`config.mk`:
```
export PLATFORM = sky130hd
export DESIGN_NAME = acr_regs
export DESIGN_NICKNAME = d
export VERILOG_FILES = /design/src/design/acr_pkg.sv /design/src/design/acr_regs.sv
export VERILOG_INCLUDE_DIRS = /design/src /design/src/design
export SDC_FILE = /design/constraint.sdc
export NUM_CORES = 1
export LEC_CHECK = 0
export ABC_CLOCK_PERIOD_IN_PS = 2280
export BUFFER_PORTS_ARGS = -buffer_cell sky130_fd_sc_hd__buf_2
export CORE_MARGIN = 2
export CORE_UTILIZATION = 37
export CTS_BUF_LIST = sky130_fd_sc_hd__clkbuf_4
export CTS_CLUSTER_SIZE = 24
export DETAILED_ROUTE_END_ITERATION = 7
export SLEW_MARGIN = 20
export SYNTH_ARGS = -nofsm -noshare
export SYNTH_HDL_FRONTEND = slang
export SYNTH_SLANG_ARGS = --single-unit
export TNS_END_PERCENT = 10
```
`constraint.sdc`:
```
create_clock -name clk -period 2.28 [get_ports clk]
set_clock_uncertainty 0.1 [all_clocks]
set_input_delay 0.456 -clock clk [delete_from_list [all_inputs] [get_ports clk]]
set_output_delay 0.456 -clock clk [all_outputs]
set_load 0.02 [all_outputs]
```
`src/design/acr_consts.svh`:
```
`ifndef ACR_CONSTS_SVH
`define ACR_CONSTS_SVH
// Register indices; byte address is four times the index.
`define ACR_IDX_CONFIG 4'h9
`define ACR_IDX_OCAL_HIGH 4'ha
`define ACR_IDX_OCAL_LOW 4'hb
`define ACR_PHASE_MSB 15
`define ACR_PHASE_LSB 6
`define ACR_BYPASS_BIT 2
`define ACR_MUX_MSB 1
`define ACR_MUX_LSB 0
`define ACR_CONFIG_MASK 16'hffc7
`define ACR_OCAL_LOW_MASK 16'hff00
`define ACR_RESET_VALUE 16'h0000
`define ACR_RESP_OKAY 2'b00
`define ACR_RESP_SLVERR 2'b10
`endif

```
`src/design/acr_pkg.sv`:
```
package acr_pkg;
  typedef enum logic [1:0] {
    ACR_IN_EXTERNAL = 2'b00,
    ACR_IN_SHORTED = 2'b01,
    ACR_IN_TEST_POS = 2'b10,
    ACR_IN_TEST_NEG = 2'b11
  } acr_input_t;
  typedef struct packed {
    logic [9:0] ch0_phase_delay;
    logic ch0_highpass_bypass;
    acr_input_t ch0_input_select;
  } acr_config_t;
endpackage : acr_pkg

```
`src/design/acr_regs.sv`:
```
`timescale 1ns/100ps
`include "acr_consts.svh"
`default_nettype none
module acr_regs
  import acr_pkg::*;
(
  input wire logic clk,
  input wire logic rst_n,
  // The register bus follows AXI4-Lite.
  input wire logic [5:0] s_axi_awaddr,
  input wire logic s_axi_awvalid,
  output logic s_axi_awready,
  input wire logic [31:0] s_axi_wdata,
  input wire logic [3:0] s_axi_wstrb,
  input wire logic s_axi_wvalid,
  output logic s_axi_wready,
  output logic [1:0] s_axi_bresp,
  output logic s_axi_bvalid,
  input wire logic s_axi_bready,
  input wire logic [5:0] s_axi_araddr,
  input wire logic s_axi_arvalid,
  output logic s_axi_arready,
  output logic [31:0] s_axi_rdata,
  output logic [1:0] s_axi_rresp,
  output logic s_axi_rvalid,
  input wire logic s_axi_rready,
  // The outputs below feed the modulator and filter datapath; global_dc_removal_setting is an input.
  output acr_config_t ch0_config_out,
  output logic signed [23:0] ch0_offset_value,
  input wire logic global_dc_removal_setting,
  output logic ch0_dc_removal_active
);
  // Stored images of the three registers, with reserved bits always zero.
  logic [15:0] ch0_config;
  logic [15:0] ch0_offset_cal_high;
  logic [15:0] ch0_offset_cal_low;
  logic [5:0] aw_addr;
  logic aw_held;
  logic [31:0] w_data;
  logic [3:0] w_strb;
  logic w_held;
  logic [15:0] next_wval;
  logic [15:0] old_val;
  logic [3:0] w_idx;
  logic [3:0] r_idx;
  logic do_write;
  logic w_mapped;

  // Bits 1:0 of each address are ignored; every register is one aligned word.
  assign w_idx = aw_addr[5:2];
  assign r_idx = s_axi_araddr[5:2];
  // A write is carried out once both halves are held and no earlier response waits.
  assign do_write = aw_held && w_held && !s_axi_bvalid;

  // The old value is merged under the strobes, so a partial write keeps the other byte.
  always_comb begin
    unique case (w_idx)
      `ACR_IDX_CONFIG: old_val = ch0_config;
      `ACR_IDX_OCAL_HIGH: old_val = ch0_offset_cal_high;
      `ACR_IDX_OCAL_LOW: old_val = ch0_offset_cal_low;
      default: old_val = `ACR_RESET_VALUE;
    endcase
  end

  // Byte lanes 2 and 3 lie outside the 16-bit registers, so their strobes are ignored.
  for (genvar lane = 0; lane < 2; lane++) begin : g_lane
    assign next_wval[lane*8 +: 8] =
      w_strb[lane] ? w_data[lane*8 +: 8] : old_val[lane*8 +: 8];
  end

  // One decode gives the response code, so it matches the indices that store data.
  always_comb begin
    unique case (w_idx)
      `ACR_IDX_CONFIG: w_mapped = 1'b1;
      `ACR_IDX_OCAL_HIGH: w_mapped = 1'b1;
      `ACR_IDX_OCAL_LOW: w_mapped = 1'b1;
      default: w_mapped = 1'b0;
    endcase
  end

  // Reset is synchronous, so every register below clears on an edge with rst_n low.
  // Address and data are latched independently so either may arrive first.
  always_ff @(posedge clk) begin
    if (!rst_n) begin
      aw_held <= 1'b0;
      aw_addr <= 6'h00;
      s_axi_awready <= 1'b0;
    end else if (do_write) begin
      aw_held <= 1'b0;
      s_axi_awready <= 1'b0;
    end else if (s_axi_awvalid && s_axi_awready) begin
      aw_held <= 1'b1;
      aw_addr <= s_axi_awaddr;
      s_axi_awready <= 1'b0;
    end else begin
      s_axi_awready <= !aw_held && !s_axi_bvalid;
    end
  end

  // Ready is withheld while a beat is held or a response waits, so one write is in flight.
  always_ff @(posedge clk) begin
    if (!rst_n) begin
      w_held <= 1'b0;
      w_data <= 32'h00000000;
      w_strb <= 4'h0;
      s_axi_wready <= 1'b0;
    end else if (do_write) begin
      w_held <= 1'b0;
      s_axi_wready <= 1'b0;
    end else if (s_axi_wvalid && s_axi_wready) begin
      w_held <= 1'b1;
      w_data <= s_axi_wdata;
      w_strb <= s_axi_wstrb;
      s_axi_wready <= 1'b0;
    end else begin
      s_axi_wready <= !w_held && !s_axi_bvalid;
    end
  end

  // The response stands until the master takes it.
  // An unmapped index answers with a slave error and stores nothing.
  always_ff @(posedge clk) begin
    if (!rst_n) begin
      s_axi_bvalid <= 1'b0;
      s_axi_bresp <= `ACR_RESP_OKAY;
    end else if (do_write) begin
      s_axi_bvalid <= 1'b1;
      s_axi_bresp <= w_mapped ? `ACR_RESP_OKAY : `ACR_RESP_SLVERR;
    end else if (s_axi_bready) begin
      s_axi_bvalid <= 1'b0;
    end
  end

  // The config register resets to zero, which selects the external input pair.
  // Reserved bits are masked at write so they can never read back as one.
  always_ff @(posedge clk) begin
    if (!rst_n) begin
      ch0_config <= `ACR_RESET_VALUE;
    end else if (do_write && w_idx == `ACR_IDX_CONFIG) begin
      ch0_config <= next_wval & `ACR_CONFIG_MASK;
    end
  end

  // The upper offset register takes all sixteen bits, so it needs no mask.
  always_ff @(posedge clk) begin
    if (!rst_n) begin
      ch0_offset_cal_high <= `ACR_RESET_VALUE;
    end else if (do_write && w_idx == `ACR_IDX_OCAL_HIGH) begin
      ch0_offset_cal_high <= next_wval;
    end
  end

  // Only the upper byte of the lower offset register is kept.
  always_ff @(posedge clk) begin
    if (!rst_n) begin
      ch0_offset_cal_low <= `ACR_RESET_VALUE;
    end else if (do_write && w_idx == `ACR_IDX_OCAL_LOW) begin
      ch0_offset_cal_low <= next_wval & `ACR_OCAL_LOW_MASK;
    end
  end

  // Arready comes back a cycle after the answer is taken, so one read is in flight.
  // Unmapped indices read as zero with a slave error instead of aliasing a register.
  always_ff @(posedge clk) begin
    if (!rst_n) begin
      s_axi_arready <= 1'b0;
      s_axi_rvalid <= 1'b0;
      s_axi_rdata <= 32'h00000000;
      s_axi_rresp <= `ACR_RESP_OKAY;
    end else if (s_axi_arvalid && s_axi_arready) begin
      s_axi_arready <= 1'b0;
      s_axi_rvalid <= 1'b1;
      s_axi_rresp <= `ACR_RESP_OKAY;
      unique case (r_idx)
        `ACR_IDX_CONFIG: s_axi_rdata <= {16'h0000, ch0_config};
        `ACR_IDX_OCAL_HIGH: s_axi_rdata <= {16'h0000, ch0_offset_cal_high};
        `ACR_IDX_OCAL_LOW: s_axi_rdata <= {16'h0000, ch0_offset_cal_low};
        default: begin
          s_axi_rdata <= 32'h00000000;
          s_axi_rresp <= `ACR_RESP_SLVERR;
        end
      endcase
    end else if (s_axi_rvalid) begin
      if (s_axi_rready) begin
        s_axi_rvalid <= 1'b0;
      end
    end else begin
      s_axi_arready <= 1'b1;
    end
  end

  // Datapath outputs are registered copies, one cycle behind the registers.
  // Being flip-flops, they show downstream logic no decode glitches.
  // The phase field is exported raw; its two's complement meaning is applied downstream.
  // The upper offset register is the most significant part of the signed 24-bit word.
  always_ff @(posedge clk) begin
    if (!rst_n) begin
      ch0_config_out <= '0;
      ch0_offset_value <= 24'h000000;
      ch0_dc_removal_active <= 1'b0;
    end else begin
      ch0_config_out.ch0_phase_delay <= ch0_config[`ACR_PHASE_MSB:`ACR_PHASE_LSB];
      ch0_config_out.ch0_highpass_bypass <= ch0_config[`ACR_BYPASS_BIT];
      ch0_config_out.ch0_input_select <=
        acr_input_t'(ch0_config[`ACR_MUX_MSB:`ACR_MUX_LSB]);
      ch0_offset_value <= {ch0_offset_cal_high, ch0_offset_cal_low[15:8]};
      // Bypass overrides the global filter setting for this channel only.
      ch0_dc_removal_active <= global_dc_removal_setting &&
                               !ch0_config[`ACR_BYPASS_BIT];
    end
  end
endmodule : acr_regs
`default_nettype wire

```
==> qor.csv <==
metric,value,unit
grt_pass1_vias,3431,
final_count_of_pins_violating_max_slew,0,
die_width,115,um
criticalPathCategory,register to register,
post_drt_via_cell_ratio,4.92,
clock_tree.root_cell,sky130_fd_sc_hd__clkbuf_4,
placed_area,5120,um^2
globalRouteMet2Util,0.233,
fin_setup_tns,0,ps
synth-async-reset-ratio,0,
grt_first_pass_wirelength,16.7,mm
dp_hpwl,7.37,mm
core_area,12100,um^2
port_buffers,94,
hold_class,input pin to register,
synthesis.area_per_instance,9.47,um^2
grt_setup_unrepaired,no,
grtUsageMet1,0.216,
vias,3721,
insertion_delay,510,ps
largest_area_contributor_in_the_netlist,sky130_fd_sc_hd__dfxtp_1,
overflow,0,
status,completed,
die-area,13300,um^2
synth_cell_type_count,46,
filler_cells,1163,
final_layout_size_suffix_gt1_frac,0.257,
yosys_warnings,0,
top_usage_layer_grt,met2,
gpl.final_weighted_congestion,0.775,
netlist_top_cells_area,"sky130_fd_sc_hd__dfxtp_1 (53%), sky130_fd_sc_hd__nand2_1 (5.3%), sky130_fd_sc_hd__and2_1 (5.2%)",
synth_seq_area_share,0.534,
wire_length_reported_by_the_detailed_router,10.4,mm
cap_violations,0,
post-route-drc-count,0,
cts_hold_repair.buffers,0,
synth-edff-count,0,
seqCellArea,2440,um^2
final_critical_path_setup_slack,439,ps
timing_worst_slew_pin_value,882,ps
finalHoldViolations,0,
crit_path_required_time,2620,ps
slew-limit-headroom,0.410,
ys_seq_elements,122,
die_height,115,um
num_clock_sinks,122,
multiInputGateArea,1900,um^2
power.leakage,2.25,nW
startpoint_type,register,
synthesis.instances,483,
irDropWorstVdd,0.253,mV
post_layout_cell_count,757,
groute.usage.overall,0.160,
post-cts-setup-buffer-count,0,
path_clk_slew,110,ps
cts_resized,0,
drtAntennaViolNets,0,
final_net_count,631,
portion_of_synthesized_cell_area_occupied_by_the_leading_cell_type,0.534,
max_freq,0.543,GHz
detailedRoute.firstIterationViolations,232,
tritoncts,done,
power.density_cell_area,736,nW/um^2
clock_tree.buffer_depth,2,
synthFlopType,sky130_fd_sc_hd__dfxtp_1,
setup_viol,0,
worst_setup_path_end_kind,register,
post_synth_instance_area,4580,um^2
layout.core_utilization,0.451,
grtUsageMet3,0.0564,
finalCritPeriodShare,0.807,
min_period,1840,ps
area_growth,18.8,%
worst-path-max-fanout,14,
cp_data_arrival_time,2190,ps
cts-buffers-inserted,17,
number_of_antenna_violations_at_the_first_check_in_global_routing,1,
number_of_placed_instances_taps_included,724,
ioPinCount,135,
routedWlPerCell,13.7,um
cts_max_level,4,
post-place-ws,286,ps
post-route-cell-area,5440,um^2
drt-pass1-iter-count,7,
rows,40,
maximum_number_of_pins_on_one_net_before_global_route_repair,77,
floorplan.initialDensity,0.379,
## stage by stage
step	hold slack, ps	power (mW)
2_1_floorplan	330	2.41
3_3_place_gp	342	2.45
3_5_place_dp	348	2.46
4_1_cts	13.6	4.04
5_1_grt	18.6	4.17
6_report	64.0	4.00
## layout make-up
cell class / count / share of cell area
Inverter: 2 / 0.00138
Clock buffer: 18 / 0.0249
Clock inverter: 14 / 0.0320
Multi-Input combinational cell: 326 / 0.350
Antenna cell: 1 / 0.000460
Tap cell: 168 / 0.0387
Timing Repair Buffer: 106 / 0.103
Sequential cell: 122 / 0.449
## logic make-up (layout without fill, tap and decap cells)
| logic type | count (synthesis) | in the layout | share of synthesized area |
|---|---|---|---|
| compound gates | 146 | 146 | 0.202 |
| buf+inv | 52 | 140 | 0.0643 |
| flops | 122 | 122 | 0.534 |
| mux | 5 | 5 | 0.0112 |
| other cells | 1 | 19 | 0.000820 |
| simple gates | 157 | 157 | 0.188 |
## metal layers
layer  vias up  routed length [um]
met5         -                   0
met4         0                 118
met3        10                 791
met2       147                4450
met1      1697                5020
li1       1867                   -
## critical path, stage by stage (launching register included)
cell	delay, ps
sky130_fd_sc_hd__dfxtp_1	560
sky130_fd_sc_hd__and2b_1	190
sky130_fd_sc_hd__nor3b_2	360
sky130_fd_sc_hd__buf_4	280
sky130_fd_sc_hd__o21ai_0	120
sky130_fd_sc_hd__a31oi_1	170
## sequential cells by signal, summed over array words and instances, names as in the netlist, 2 cells and up
register and count:
ch0_config_out 13, ch0_offset_value 24, w_strb 2, ch0_config 13
aw_addr 4, s_axi_rdata 16, ch0_offset_cal_low 8, ch0_offset_cal_high 16
w_data 16
## cells in the mapped netlist, types with 4 or more instances
master,count
sky130_fd_sc_hd__a21oi_1,25
sky130_fd_sc_hd__a222oi_1,7
sky130_fd_sc_hd__a22o_1,5
sky130_fd_sc_hd__a22oi_1,22
sky130_fd_sc_hd__a31oi_1,32
sky130_fd_sc_hd__and2_1,38
sky130_fd_sc_hd__buf_2,9
sky130_fd_sc_hd__buf_4,21
sky130_fd_sc_hd__clkbuf_1,18
sky130_fd_sc_hd__dfxtp_1,122
sky130_fd_sc_hd__mux2i_1,4
sky130_fd_sc_hd__nand2_1,65
sky130_fd_sc_hd__nand2b_1,11
sky130_fd_sc_hd__nand3_1,4
sky130_fd_sc_hd__nor2_1,11
sky130_fd_sc_hd__nor2b_1,4
sky130_fd_sc_hd__nor3_2,4
sky130_fd_sc_hd__o21ai_0,44
## cells in the final DEF, fill, tap and decap left out, drive strengths merged, types with 2 or more instances in the layout
cell      instances
a211oi            3
a21bo             3
a21oi            25
a222oi            7
a22o              5
a22oi            23
a31oi            32
and2             38
and3b             2
buf             106
bufinv            3
clkbuf           18
clkinv            7
clkinvlp          4
conb             18
dfxtp           122
inv               2
mux2i             4
nand2            65
nand2b           12
nand3             4
nand4             3
nor2             11
nor2b             5
nor3              7
nor3b             3
o21ai            45
## worst paths after layout
check                  from                       to  slack, ps  depth (start not counted)
max              aw_addr[3]  ch0_offset_cal_high[14]        440                          5
min           s_axi_awvalid            s_axi_awready         60                          2
max reg2reg      aw_addr[3]  ch0_offset_cal_high[14]        440                          5
min reg2reg  s_axi_rdata[4]           s_axi_rdata[4]        360                          2
## where the power goes
part           switching, mW  internal, mW  leakage (nW)
Combinational          0.148        0.0689          1.10
Sequential            0.0265          2.16         0.986
Clock                  0.820         0.776         0.155
Total                  0.995          3.01          2.25
Power figures use the tool's default switching activity.
